==> config.mk <==
export PLATFORM = sky130hd
export DESIGN_NAME = tw_core
export DESIGN_NICKNAME = d
export VERILOG_FILES = /design/src/hdl/tw_pkg.sv /design/src/hdl/tw_core.sv
export VERILOG_INCLUDE_DIRS = /design/src /design/src/hdl
export SDC_FILE = /design/constraint.sdc
export NUM_CORES = 1
export LEC_CHECK = 0
export BUFFER_PORTS_ARGS = -buffer_cell sky130_fd_sc_hd__clkbuf_2
export CORE_ASPECT_RATIO = 1.25
export CORE_MARGIN = 4
export CORE_UTILIZATION = 40
export CTS_CLUSTER_DIAMETER = 50
export DETAILED_ROUTE_END_ITERATION = 7
export MAX_ROUTING_LAYER = met4
export PLACE_DENSITY_LB_ADDON = 0.2
export SLEW_MARGIN = 10
export SYNTH_ARGS = -nofsm -noshare
export SYNTH_HDL_FRONTEND = slang
export SYNTH_SLANG_ARGS = --single-unit
==> constraint.sdc <==
create_clock -name clock -period 2.7 [get_ports clock]
set_input_delay 0.135 -clock clock [delete_from_list [all_inputs] [get_ports clock]]
set_output_delay 0.135 -clock clock [all_outputs]
set_load 0.01 [all_outputs]
==> src/hdl/tw_cfg.svh <==
`ifndef TW_CFG_SVH
`define TW_CFG_SVH
// register byte addresses
`define TW_A_BUF 5'h00
`define TW_A_CON1 5'h04
`define TW_A_CON3 5'h08
`define TW_A_STAT 5'h0C
`define TW_A_SADR 5'h10
`define TW_A_CMD 5'h14
`define TW_A_DIV 5'h18
// control primary fields
`define TW_C1_WCOL 7
`define TW_C1_OV 6
`define TW_C1_EN 5
`define TW_C1_MODE 3:0
`define TW_MODE_SLV 4'h6
`define TW_MODE_MST 4'h8
// control tertiary and status fields
`define TW_C3_CFG 6:0
`define TW_ST_CFG 7:6
// command register fields
`define TW_CM_STA 0
`define TW_CM_STP 1
`define TW_CM_WR 2
`define TW_CM_RD 3
`define TW_CM_ACKDT 4
`define TW_CM_ARBL 7
// byte framing
`define TW_ADR_F 7:1
`define TW_RW_BIT 0
`define TW_MSB 7
`define TW_ACK_BIT 4'h8
`define TW_END_BIT 4'h9
// reset values
`define TW_DIV_RST 8'h3E
`define TW_SYNC_RST 3'h7
`endif

==> src/hdl/tw_pkg.sv <==
package tw_pkg;
   typedef enum logic [1:0] {
      M_IDLE = 2'b00,
      M_STA = 2'b01,
      M_STP = 2'b10,
      M_BIT = 2'b11
   } tw_mst_t;
   typedef enum logic [1:0] {
      S_IDLE = 2'b00,
      S_ADR = 2'b01,
      S_RX = 2'b10,
      S_TX = 2'b11
   } tw_slv_t;
   typedef struct packed {
      logic [2:0] scl_sy;
      logic [2:0] sda_sy;
      logic scl_lo;
      logic busy;
      logic wreq;
      logic [31:0] rdata;
      logic [7:0] txbuf;
      logic [7:0] rxbuf;
      logic [7:0] sadr;
      logic [7:0] div;
      logic [7:0] qcnt;
      logic en;
      logic [3:0] mode;
      logic wcol;
      logic ov;
      logic bf;
      logic da;
      logic stp;
      logic sta;
      logic rw;
      logic acktim;
      logic [6:0] con3;
      logic [1:0] stat_hi;
      tw_mst_t mst;
      logic [1:0] ph;
      logic [3:0] mbit;
      logic mrd;
      logic mack;
      logic own;
      logic ackstat;
      logic arbl;
      logic m_sda_lo;
      logic m_scl_lo;
      logic [7:0] mshf;
      tw_slv_t slv;
      logic [3:0] sbit;
      logic [7:0] sshf;
      logic s_sda_lo;
      logic s_scl_lo;
      logic s_rel;
      logic txv;
      logic lvl;
      logic scl_oe;
      logic sda_oe;
   } tw_st_t;
endpackage

==> src/hdl/tw_core.sv <==
// Contract
// - both lines are open drain: pull low for zero, release for one
// - start is sda falling while scl high; all parties detect it
// - stop is sda rising while scl high; all parties detect it
// - data changes sda only while scl is low
// - master opens with start, address bits, then direction bit
// - direction bit one means read, zero means write
// - every byte is shifted most significant bit first
// - matching slave pulls sda low on ack; others leave it released
// - after address ack roles follow the direction bit
// - in a write the slave acks every byte it receives; here a byte arriving while bf is still set is dropped and not acked
// - in a read the master answers every byte with an ack bit
// - receiving master ends with stop in place of last ack
// - repeated start may replace stop or last ack to keep the bus
// - single write, single read and combined messages are supported
// - addressed slave may hold scl low until it can continue
// - master releasing scl waits while scl is still held low
// - master tracks start and stop and waits for idle bus
// - transmitter seeing sda mismatch loses and stops driving sda
// - losing master also releases scl and may wait for stop
// - transmitter without mismatch continues undisturbed
// - lower address wins; equal addresses arbitrate through data
// - slave transmitter also withdraws on sda mismatch
// - nine clocks per byte; sender releases sda for the ack clock
// - stop valid only after an scl low since the start
//
// The implementer's own choices: the Avalon-MM register port and the register offsets.
`timescale 1ns/1ps
`include "tw_cfg.svh"
module tw_core
   import tw_pkg::*;
(
   // system
   input wire logic clock,
   input wire logic rstn,
   // avalon-mm slave
   input wire logic [4:0] address,
   input wire logic read,
   input wire logic write,
   input wire logic [31:0] writedata,
   output logic [31:0] readdata,
   output logic waitrequest,
   // two-wire bus
   input wire logic scl_i,
   output logic scl_o,
   output logic scl_oe,
   input wire logic sda_i,
   output logic sda_o,
   output logic sda_oe
);
   tw_st_t r;
   tw_st_t n;
   logic scl_h;
   logic sda_h;
   logic scl_rise;
   logic scl_fall;
   logic start_c;
   logic stop_c;
   logic tick;
   logic m_on;
   logic s_on;
   logic wr_go;

   function automatic logic [31:0] word(input logic [7:0] b);
      return {24'h000000, b};
   endfunction

   // stage 0 is read only by stage 1; stages 1 and 2 feed all detection
   assign scl_h = r.scl_sy[1];
   assign sda_h = r.sda_sy[1];
   assign scl_rise = r.scl_sy[1] && !r.scl_sy[2];
   assign scl_fall = !r.scl_sy[1] && r.scl_sy[2];
   assign start_c = scl_h && r.scl_sy[2] && !sda_h && r.sda_sy[2];
   // a low-high blip on sda with scl high counts as stop only once scl has been low since the start
   assign stop_c = scl_h && r.scl_sy[2] && sda_h && !r.sda_sy[2] && r.scl_lo;
   assign tick = (r.qcnt == r.div);
   assign m_on = r.en && (r.mode == `TW_MODE_MST);
   assign s_on = r.en && (r.mode == `TW_MODE_SLV);
   assign wr_go = write && !r.wreq;

   assign readdata = r.rdata;
   assign waitrequest = r.wreq;
   assign scl_o = r.lvl;
   assign sda_o = r.lvl;
   assign scl_oe = r.scl_oe;
   assign sda_oe = r.sda_oe;

   always_comb begin
      logic lose;
      lose = 1'b0;
      n = r;
      n.scl_sy = {r.scl_sy[1:0], scl_i};
      n.sda_sy = {r.sda_sy[1:0], sda_i};
      n.qcnt = tick ? 8'h00 : r.qcnt + 8'h01;

      // bus watcher
      if (!scl_h) begin
         n.scl_lo = 1'b1;
      end
      if (start_c) begin
         n.busy = 1'b1;
         n.scl_lo = 1'b0;
         n.sta = 1'b1;
         n.stp = 1'b0;
      end
      if (stop_c) begin
         n.busy = 1'b0;
         n.stp = 1'b1;
         n.sta = 1'b0;
      end

      // register bus: one wait cycle, read data prepared with it
      n.wreq = !((read || write) && r.wreq);
      if ((read || write) && r.wreq) begin
         case (address)
            `TW_A_BUF: n.rdata = word(r.rxbuf);
            `TW_A_CON1: n.rdata = word({r.wcol, r.ov, r.en, 1'b0, r.mode});
            `TW_A_CON3: n.rdata = word({r.acktim, r.con3});
            `TW_A_STAT: n.rdata = word({r.stat_hi, r.da, r.stp, r.sta, r.rw, 1'b0, r.bf});
            `TW_A_SADR: n.rdata = word(r.sadr);
            `TW_A_CMD: n.rdata = word({r.arbl, r.ackstat, r.mst != M_IDLE, r.mack, 4'h0});
            `TW_A_DIV: n.rdata = word(r.div);
            default: n.rdata = 32'h00000000;
         endcase
      end
      // clears come first so a same-cycle hardware set wins
      if (read && !r.wreq && address == `TW_A_BUF) begin
         n.bf = 1'b0;
      end
      if (wr_go) begin
         case (address)
            `TW_A_BUF: begin
               if (r.mst != M_IDLE || (r.slv == S_TX && !r.s_scl_lo)) begin
                  n.wcol = 1'b1;
               end else begin
                  n.txbuf = writedata[7:0];
                  n.txv = 1'b1;
               end
            end
            `TW_A_CON1: begin
               n.wcol = r.wcol & writedata[`TW_C1_WCOL];
               n.ov = r.ov & writedata[`TW_C1_OV];
               n.en = writedata[`TW_C1_EN];
               n.mode = writedata[`TW_C1_MODE];
            end
            `TW_A_CON3: n.con3 = writedata[`TW_C3_CFG];
            `TW_A_STAT: n.stat_hi = writedata[`TW_ST_CFG];
            `TW_A_SADR: n.sadr = writedata[7:0];
            `TW_A_DIV: n.div = writedata[7:0];
            `TW_A_CMD: begin
               if (writedata[`TW_CM_ARBL]) begin
                  n.arbl = 1'b0;
               end
               n.mack = writedata[`TW_CM_ACKDT];
               if (m_on && r.mst == M_IDLE) begin
                  n.ph = 2'h0;
                  n.mbit = 4'h0;
                  if (writedata[`TW_CM_STA]) begin
                     n.mst = M_STA;
                  end else if (writedata[`TW_CM_STP]) begin
                     n.mst = M_STP;
                  end else if (writedata[`TW_CM_WR]) begin
                     n.mst = M_BIT;
                     n.mrd = 1'b0;
                     n.mshf = r.txbuf;
                  end else if (writedata[`TW_CM_RD]) begin
                     n.mst = M_BIT;
                     n.mrd = 1'b1;
                  end
               end
            end
            default: ;
         endcase
      end

      // master engine, four quarter-bit phases per step
      if (!m_on) begin
         n.mst = M_IDLE;
         n.m_sda_lo = 1'b0;
         n.m_scl_lo = 1'b0;
         n.own = 1'b0;
      end else begin
         case (r.mst)
            M_STA: begin
               case (r.ph)
                  2'h0: begin
                     // a bus we already hold may restart at once
                     if (tick && (!r.busy || r.own)) begin
                        n.m_sda_lo = 1'b0;
                        n.ph = 2'h1;
                     end
                  end
                  2'h1: begin
                     if (tick) begin
                        n.m_scl_lo = 1'b0;
                        n.ph = 2'h2;
                     end
                  end
                  2'h2: begin
                     if (tick && scl_h) begin
                        if (!sda_h) begin
                           lose = 1'b1;
                        end else begin
                           n.m_sda_lo = 1'b1;
                           n.ph = 2'h3;
                        end
                     end
                  end
                  default: begin
                     if (tick) begin
                        n.m_scl_lo = 1'b1;
                        n.own = 1'b1;
                        n.mst = M_IDLE;
                     end
                  end
               endcase
            end
            M_STP: begin
               case (r.ph)
                  2'h0: begin
                     if (tick) begin
                        n.m_sda_lo = 1'b1;
                        n.ph = 2'h1;
                     end
                  end
                  2'h1: begin
                     if (tick) begin
                        n.m_scl_lo = 1'b0;
                        n.ph = 2'h2;
                     end
                  end
                  2'h2: begin
                     if (tick && scl_h) begin
                        n.m_sda_lo = 1'b0;
                        n.ph = 2'h3;
                     end
                  end
                  default: begin
                     if (tick) begin
                        if (!sda_h) begin
                           lose = 1'b1;
                        end else begin
                           n.own = 1'b0;
                           n.mst = M_IDLE;
                        end
                     end
                  end
               endcase
            end
            M_BIT: begin
               case (r.ph)
                  2'h0: begin
                     if (tick) begin
                        // data set while scl held low; sender frees sda on ack clock
                        if (r.mbit == `TW_ACK_BIT) begin
                           n.m_sda_lo = r.mrd && !r.mack;
                        end else begin
                           n.m_sda_lo = !r.mrd && !r.mshf[`TW_MSB];
                        end
                        n.ph = 2'h1;
                     end
                  end
                  2'h1: begin
                     if (tick) begin
                        n.m_scl_lo = 1'b0;
                        n.ph = 2'h2;
                     end
                  end
                  2'h2: begin
                     // a stretched clock holds this phase until scl is seen high
                     if (tick && scl_h) begin
                        if (!r.mrd && r.mbit != `TW_ACK_BIT && !r.m_sda_lo && !sda_h) begin
                           lose = 1'b1;
                        end else if (r.mbit == `TW_ACK_BIT) begin
                           if (!r.mrd) begin
                              n.ackstat = sda_h;
                           end
                           n.ph = 2'h3;
                        end else begin
                           n.mshf = {r.mshf[6:0], sda_h};
                           n.ph = 2'h3;
                        end
                     end
                  end
                  default: begin
                     if (tick) begin
                        n.m_scl_lo = 1'b1;
                        n.ph = 2'h0;
                        if (r.mbit == `TW_ACK_BIT) begin
                           n.mst = M_IDLE;
                           if (r.mrd) begin
                              n.da = 1'b1;
                              if (r.bf) begin
                                 n.ov = 1'b1;
                              end else begin
                                 n.rxbuf = r.mshf;
                                 n.bf = 1'b1;
                              end
                           end
                        end else begin
                           n.mbit = r.mbit + 4'h1;
                        end
                     end
                  end
               endcase
            end
            default: ;
         endcase
      end
      if (lose) begin
         n.m_sda_lo = 1'b0;
         n.m_scl_lo = 1'b0;
         n.own = 1'b0;
         n.arbl = 1'b1;
         n.mst = M_IDLE;
      end

      // slave engine, paced by the bus clock edges
      if (!s_on || stop_c) begin
         n.slv = S_IDLE;
         n.s_sda_lo = 1'b0;
         n.s_scl_lo = 1'b0;
         n.s_rel = 1'b0;
         n.acktim = 1'b0;
      end else if (start_c) begin
         n.slv = S_ADR;
         n.sbit = 4'h0;
         n.s_sda_lo = 1'b0;
         n.s_scl_lo = 1'b0;
         n.s_rel = 1'b0;
      end else if (r.slv != S_IDLE) begin
         if (scl_rise) begin
            if (r.sbit == `TW_ACK_BIT) begin
               n.sbit = `TW_END_BIT;
               if (r.slv == S_TX && sda_h) begin
                  n.slv = S_IDLE;
               end
            end else if (r.sbit != `TW_END_BIT) begin
               n.sbit = r.sbit + 4'h1;
               if (r.slv == S_TX && !r.s_sda_lo && !sda_h) begin
                  n.slv = S_IDLE;
               end else begin
                  n.sshf = {r.sshf[6:0], sda_h};
               end
            end
         end
         if (scl_fall) begin
            case (r.sbit)
               `TW_ACK_BIT: begin
                  case (r.slv)
                     S_ADR: begin
                        if (r.sshf[`TW_ADR_F] == r.sadr[`TW_ADR_F]) begin
                           n.s_sda_lo = 1'b1;
                           n.rw = r.sshf[`TW_RW_BIT];
                           n.rxbuf = r.sshf;
                           n.da = 1'b0;
                           n.acktim = 1'b1;
                        end else begin
                           n.slv = S_IDLE;
                        end
                     end
                     S_RX: begin
                        n.acktim = 1'b1;
                        n.da = 1'b1;
                        // a byte arriving while an unread byte is held is lost and not acknowledged
                        if (r.bf) begin
                           n.ov = 1'b1;
                        end else begin
                           n.rxbuf = r.sshf;
                           n.bf = 1'b1;
                           n.s_sda_lo = 1'b1;
                        end
                     end
                     default: begin
                        n.s_sda_lo = 1'b0;
                        n.acktim = 1'b1;
                     end
                  endcase
               end
               `TW_END_BIT: begin
                  n.sbit = 4'h0;
                  n.acktim = 1'b0;
                  n.s_sda_lo = 1'b0;
                  if (r.slv == S_ADR) begin
                     n.slv = r.rw ? S_TX : S_RX;
                  end
                  if (r.slv == S_TX || (r.slv == S_ADR && r.rw)) begin
                     n.s_scl_lo = 1'b1;
                  end
               end
               default: begin
                  if (r.slv == S_TX) begin
                     n.s_sda_lo = !r.sshf[`TW_MSB];
                  end
               end
            endcase
         end
         // data is put on sda one cycle before scl is let go
         if (r.s_scl_lo && r.txv && !r.s_rel) begin
            n.s_sda_lo = !r.txbuf[`TW_MSB];
            n.sshf = r.txbuf;
            n.txv = 1'b0;
            n.s_rel = 1'b1;
         end else if (r.s_rel) begin
            n.s_scl_lo = 1'b0;
            n.s_rel = 1'b0;
         end
      end

      n.sda_oe = n.m_sda_lo | n.s_sda_lo;
      n.scl_oe = n.m_scl_lo | n.s_scl_lo;
   end

   always_ff @(posedge clock or negedge rstn) begin
      if (!rstn) begin
         r <= '0;
         r.wreq <= 1'b1;
         r.div <= `TW_DIV_RST;
         r.scl_sy <= `TW_SYNC_RST;
         r.sda_sy <= `TW_SYNC_RST;
      end else begin
         r <= n;
      end
   end
endmodule // tw_core

==> out/results.ini, run 1 <==
[status]
status = complete, no violations

[clocking]
clkTransAtPathRegs_ps = 60
cts_tree = yes
cts_max_level = 4
clockBufferDepth = 2
cts_buffers = 17
worstSkewPairLatency_ps = 420
clock_sinks = 122
cts-root-buf = clkbuf_16
cts_resized = 0

[run]
drv_cap = 0

[yosys]
synth_commonest_cells = 110 x dfrtp_1, 58 x nand2_1, 56 x mux2_2, 51 x nor2_1, 40 x a21oi_1
yosysWarningCount = 0
ys_seq_area_frac = 0.442
synth_cells = 693
synth.cell_area_um2 = 6940
synthArstFlopShare = 1.00
synth_edf_count = 0
ys_types = 74
yosysTopAreaCellShare = 0.397
yosysTopAreaCell = dfrtp_1
syn_avg_cell_area_um2 = 10.0
yosysMostFrequentCell = dfrtp_1
synth-seq-cells = 122
synthTopCellsByArea = dfrtp_1 40%, mux2_2 9.1%, dfstp_2 4.5%, mux2i_1 4.2%, buf_4 3.7%
synthFlopType = dfrtp_1

[timing]
fin_crit_sh = 0.893
clock.fmax_mhz = 415
fin_skew_ps = 6.52
finalHoldViolCount = 0
rsz0062_at_grt = no
fin_setup_tns_ps = 0
drv_slew = 0
finalSetupViolCount = 0
period_needed_ps = 2410
worst_slew_pin_slew_ps = 787
slew_headroom = 0.472

[global_routing]
first_global_vias = 5433
grt_pass1_wl_um = 30200
grt_max_degree = 53
antenna_found_initial = 0
grt_usage = 0.202
gr-total-overflow = 0

[pwr]
pwr-share-seq = 0.433
switching_share = 0.280
power_w = 0.00502
pwr-share-clk = 0.443
leakagePower_nw = 3.58
p_per_area_nw_per_um2 = 634
switchingPower_w = 0.00141
p_comb_frac = 0.124
ir_worst_vdd_mv = 0.437
p_int_w = 0.00361

[finish]
fill_cells = 1604
antenna_cells = 0
drive_above_1_share = 0.236
area_delta_synth_final_pct = 13.9
final_cells = 971
fin_nets = 795

[floorplan]
rows = 53
die_y_um = 155
core_area_um2 = 16900
num_io_pins = 80
die_w_um = 126
die-area_um2 = 19500
start_util = 0.411

[route]
wl_um = 18800
drc = 0
drt_iter0_markers = 348
viasPerCell = 5.53
vias = 5370
firstDrtPassIters = 6
wire_per_inst_um = 19.4
antenna_left = 0

[placed_design]
place.port_buffers = 29
post-dp-hpwl_um = 14100
placed_cells = 936
finalWeightedCongestion = 0.895

[setup_path]
crit_type = reg -> reg
worst_path_largest_cell_delay_ps = 440
cp_max_fo = 9
cp-end-kind = flip-flop
critPathTopFamily = simple AND/OR/NAND/NOR gates
cp_slowest_cell = nor4_2
start_kind = flip-flop
cp.arrival_ps = 2710
cp.required_ps = 3000
worst-path-buf-inv = 1
cp_cell_sequence = xor2_1, nor4_2, nand2_1, buf_4, nor4_1, a31oi_1, or2_2

[hold_path]
hold_class = in -> reg

[flip-flops by register name, indices dropped and copies added, names as in the netlist]
name	flops
n	4
r	107
readdata	8
scl_oe	1
sda_oe	1
waitrequest	1
[path summary, 6_finish.rpt]
| path | startpoint | to | slack, ps | cells after the start |
|---|---|---|---|---|
| max | r[81] | scl_oe | 290 | 7 |
| min | writedata[4] | r[50] | 70 | 2 |
| max reg2reg | r[81] | scl_oe | 290 | 7 |
| min reg2reg | n[145] | n[146] | 350 | 0 |
| max in group asynchronous | rstn | r[79] | 1520 | 3 |
| min in group asynchronous | rstn | r[46] | 320 | 2 |
[logic make-up (layout without fill, tap and decap cells)]
logic type      count (synthesis)  count (layout)  synth area share
simple gates                  208             208             0.157
mux                            86              86             0.134
flops                         122             122             0.442
compound gates                157             157             0.143
buf+inv                        82             115            0.0687
other cells                     1              26          0.000540
xor+xnor                       23              23            0.0290
fa+ha+maj                      14              14            0.0252
[cells in the final DEF (no fill, tap or decap), types with 14 or more instances in the layout]
master     instances
mux2_2            56
mux2i_1           29
clkbuf_2          28
xor2_1            21
clkbuf_16         17
nand2_1           58
a21oi_1           40
nor2_1            51
conb_1            26
dfrtp_1          110
nand3_1           19
ha_1              14
o22ai_1           16
buf_4             30
o21ai_0           31
a22oi_1           15
inv_1             20
[routing by layer]
metal,up-vias,global-route usage,wire [µm]
met2,117,0.333,9400
met5,-,-,0
met3,32,0.0333,677
li1,2542,-,-
met4,0,0.0807,419
met1,2679,0.249,8300
[layout make-up]
type	instances	area, µm²	share of cell area
Tap cell	220	275	0.0348
Multi-Input combinational cell	514	3490	0.441
Timing Repair Buffer	62	415	0.0525
Inverter	21	78.8	0.00997
Clock buffer	20	467	0.0590
Clock inverter	12	114	0.0144
Sequential cell	122	3070	0.388
[timing repair]
item / 4_1_cts / 5_1_grt
buffers inserted: 0 / 0
hold endpoints to repair: 52 / 0
hold buffers: 3 / 0
[power by group through the flow]
stage,logic (W),registers (W),clock network [W]
floorplan,0.000435,0.00214,0
global placement,0.000606,0.00220,0
detailed placement,0.000621,0.00220,0
CTS,0.000629,0.00217,0.00226
global route,0.000690,0.00219,0.00235
finish,0.000621,0.00217,0.00222
[per-stage QoR]
stage          hold slack (ps)  cell area [µm²]   util  setup WS [ps]
6_report                  73.9             7910  0.468            288
5_1_grt                   57.6             7910  0.468           90.8
4_1_cts                   57.9             7910  0.468            263
3_5_place_dp               225             7300  0.432            277
3_3_place_gp               225             7300  0.432            267
2_1_floorplan             -161             7040      -            402
No activity file was read; power rests on OpenSTA's default activity.
==> run 2, diff against run 1 <==
Clock period 2.7 ns to 2.9 ns, I/O delays scaled along.
==> run 2 against run 1 <==
Sequential power decreased by 7%. Clock skew increased by 4.8 ps. Count of clock-buffer cells in the layout increased by 2. Register-to-register slack improved by 130 ps. Highest routed layer unchanged. Die area unchanged. Critical path type unchanged. Hold slack improved by 10 ps. Maximum frequency decreased by 2.7%. First-iteration DRC count increased by 7.5%. Largest cell class unchanged. Flip-flop and latch count unchanged. Setup slack improved by 130 ps. Clock power decreased by 9.0%. Via count increased by 1.9%.
==> out/results.ini, run 2 (synthesis results as in run 1) <==
[finish]
fin_area_um2 = 7850
fin_nets = 790
antenna_cells = 0
final_cells = 966
area_delta_synth_final_pct = 13.1
multi_input_area_um2 = 3490
final_cell_mix = 110 x dfrtp_1, 58 x nand2_1, 56 x mux2_2, 51 x nor2_1, 40 x a21oi_1
top_register = r
seqCellArea_um2 = 3070
final_common_cell = dfrtp_1
drive_above_1_share = 0.227
largest_reg_flops = 107
fill_cells = 1606

[floorplan]
core_area_um2 = 16900
rows = 53
start_util = 0.411
num_io_pins = 80
die-area_um2 = 19500
die_w_um = 126
die_y_um = 155

[timing]
period_needed_ps = 2480
slew_headroom = 0.502
holdWs_ps = 83.9
fin_skew_ps = 11.3
drv_slew = 0
worst_slew_pin_slew_ps = 742
clock.fmax_mhz = 403
rsz0062_at_grt = no
fin_crit_sh = 0.855
finalHoldViolCount = 0
finalSetupViolCount = 0
fin_setup_tns_ps = 0

[route]
wl_um = 18800
drc = 0
firstDrtPassIters = 5
antenna_left = 0
viasPerCell = 5.66
drt_iter0_markers = 374
wire_per_inst_um = 19.4
vias = 5471

[setup_path]
regToRegSetupSlack_ps = 420
cp_cell_sequence = xor2_1, nor4_2, buf_4, nand3_2, nor4_4, buf_4, mux2i_1, o22ai_1
reg2reg_to = r[94]
cp.required_ps = 3190
reg2reg_depth = 8
cp.arrival_ps = 2770
path_common_cell = buf_4
r2r_start = r[79]
cp-end-kind = flip-flop
worst_path_largest_cell_delay_ps = 570
start_kind = flip-flop
cp_slowest_cell = dfstp_2
cp_max_fo = 8
crit_start = r[79]
crit_type = reg -> reg
crit_end = r[94]

[clocking]
cts_buffers = 17
cts-root-buf = clkbuf_16
clkTransAtPathRegs_ps = 60
worstSkewPairLatency_ps = 430
clock_sinks = 122
cts_max_level = 4
cts_tree = yes
cts_post_setup_buffers_inserted = 0
clockBufferDepth = 2

[global_routing]
gr-total-overflow = 0
first_global_vias = 5474
grt_pass1_wl_um = 30000
grt_max_degree = 46
antenna_found_initial = 0
grt_usage = 0.202

[run]
drv_cap = 0

[pwr]
ir_worst_vdd_mv = 0.503
leakagePower_nw = 3.54
p_per_area_nw_per_um2 = 588
power_w = 0.00462

[hold_path]
hold-path-cell-count = 2
hold_class = in -> reg

[placed_design]
place.port_buffers = 29
post-dp-hpwl_um = 14200
finalWeightedCongestion = 0.902
placed_cells = 931
place_area_um2 = 7260

[status]
status = complete, no violations

[run 2: changes by cell type in the layout (fill, tap and decap cells not counted)]
cell / before / now
clkbuf_8: 3 / 2
clkbuf_1: 0 / 3
buf_4: 30 / 25
inv_6: 3 / 1
[run 2: power breakdown]
| group | total (W) | internal (W) | switching [W] | leakage [nW] |
|---|---|---|---|---|
| clock network | 0.00202 | 0.00122 | 0.000792 | 0.263 |
| registers | 0.00202 | 0.00186 | 0.000162 | 1.59 |
| logic | 0.000580 | 0.000248 | 0.000333 | 1.69 |
| total | 0.00462 | 0.00333 | 0.00129 | 3.54 |
[run 2: cell type report]
type / count / area share
Multi-Input combinational cell: 514 / 0.445
Sequential cell: 122 / 0.391
Clock buffer: 22 / 0.0591
Timing Repair Buffer: 57 / 0.0481
Tap cell: 220 / 0.0351
Clock inverter: 10 / 0.0123
Inverter: 21 / 0.0100
[run 2: how the worst min path moves through the flow]
stage	to	slack [ps]	start
after CTS	r[50]	60	writedata[4]
after detailed placement	r[49]	190	rstn
after global placement	r[46]	190	rstn
after floorplan	r[100]	-150	rstn
after global routing	r[51]	70	writedata[5]
final	r[102]	80	writedata[4]
[run 2: metrics by stage]
stage          utilization  setup slack [ps]
2_1_floorplan            -               602
3_3_place_gp         0.429               484
3_5_place_dp         0.429               422
4_1_cts              0.464               400
5_1_grt              0.464               324
6_report             0.464               420
[run 2: critical path, delay by kind of cell, from the launching register on]
kind	cells	cell delay, ps
AOI/OAI and AO/OA	1	100
xor gates and xnor gates	1	80
buffers and inverters	2	470
DFF	1	570
muxes	1	230
and+or+nand+nor	3	880
[run 2: repair_timing]
item / in CTS / in global routing
endpoints found under the setup margin: 0 / 0
hold buffers: 3 / 0
hold endpoints to repair: 38 / 0
resized for setup: 0 / 0
[run 2: metal layers]
metal / wire, µm / GRT usage / part of all wire / vias up
met5: 0 / - / 0 / -
met4: 707 / 0.0894 / 0.038 / 0
met3: 725 / 0.0453 / 0.039 / 49
met2: 9220 / 0.328 / 0.49 / 179
met1: 8110 / 0.241 / 0.43 / 2709
li1: - / - / - / 2534
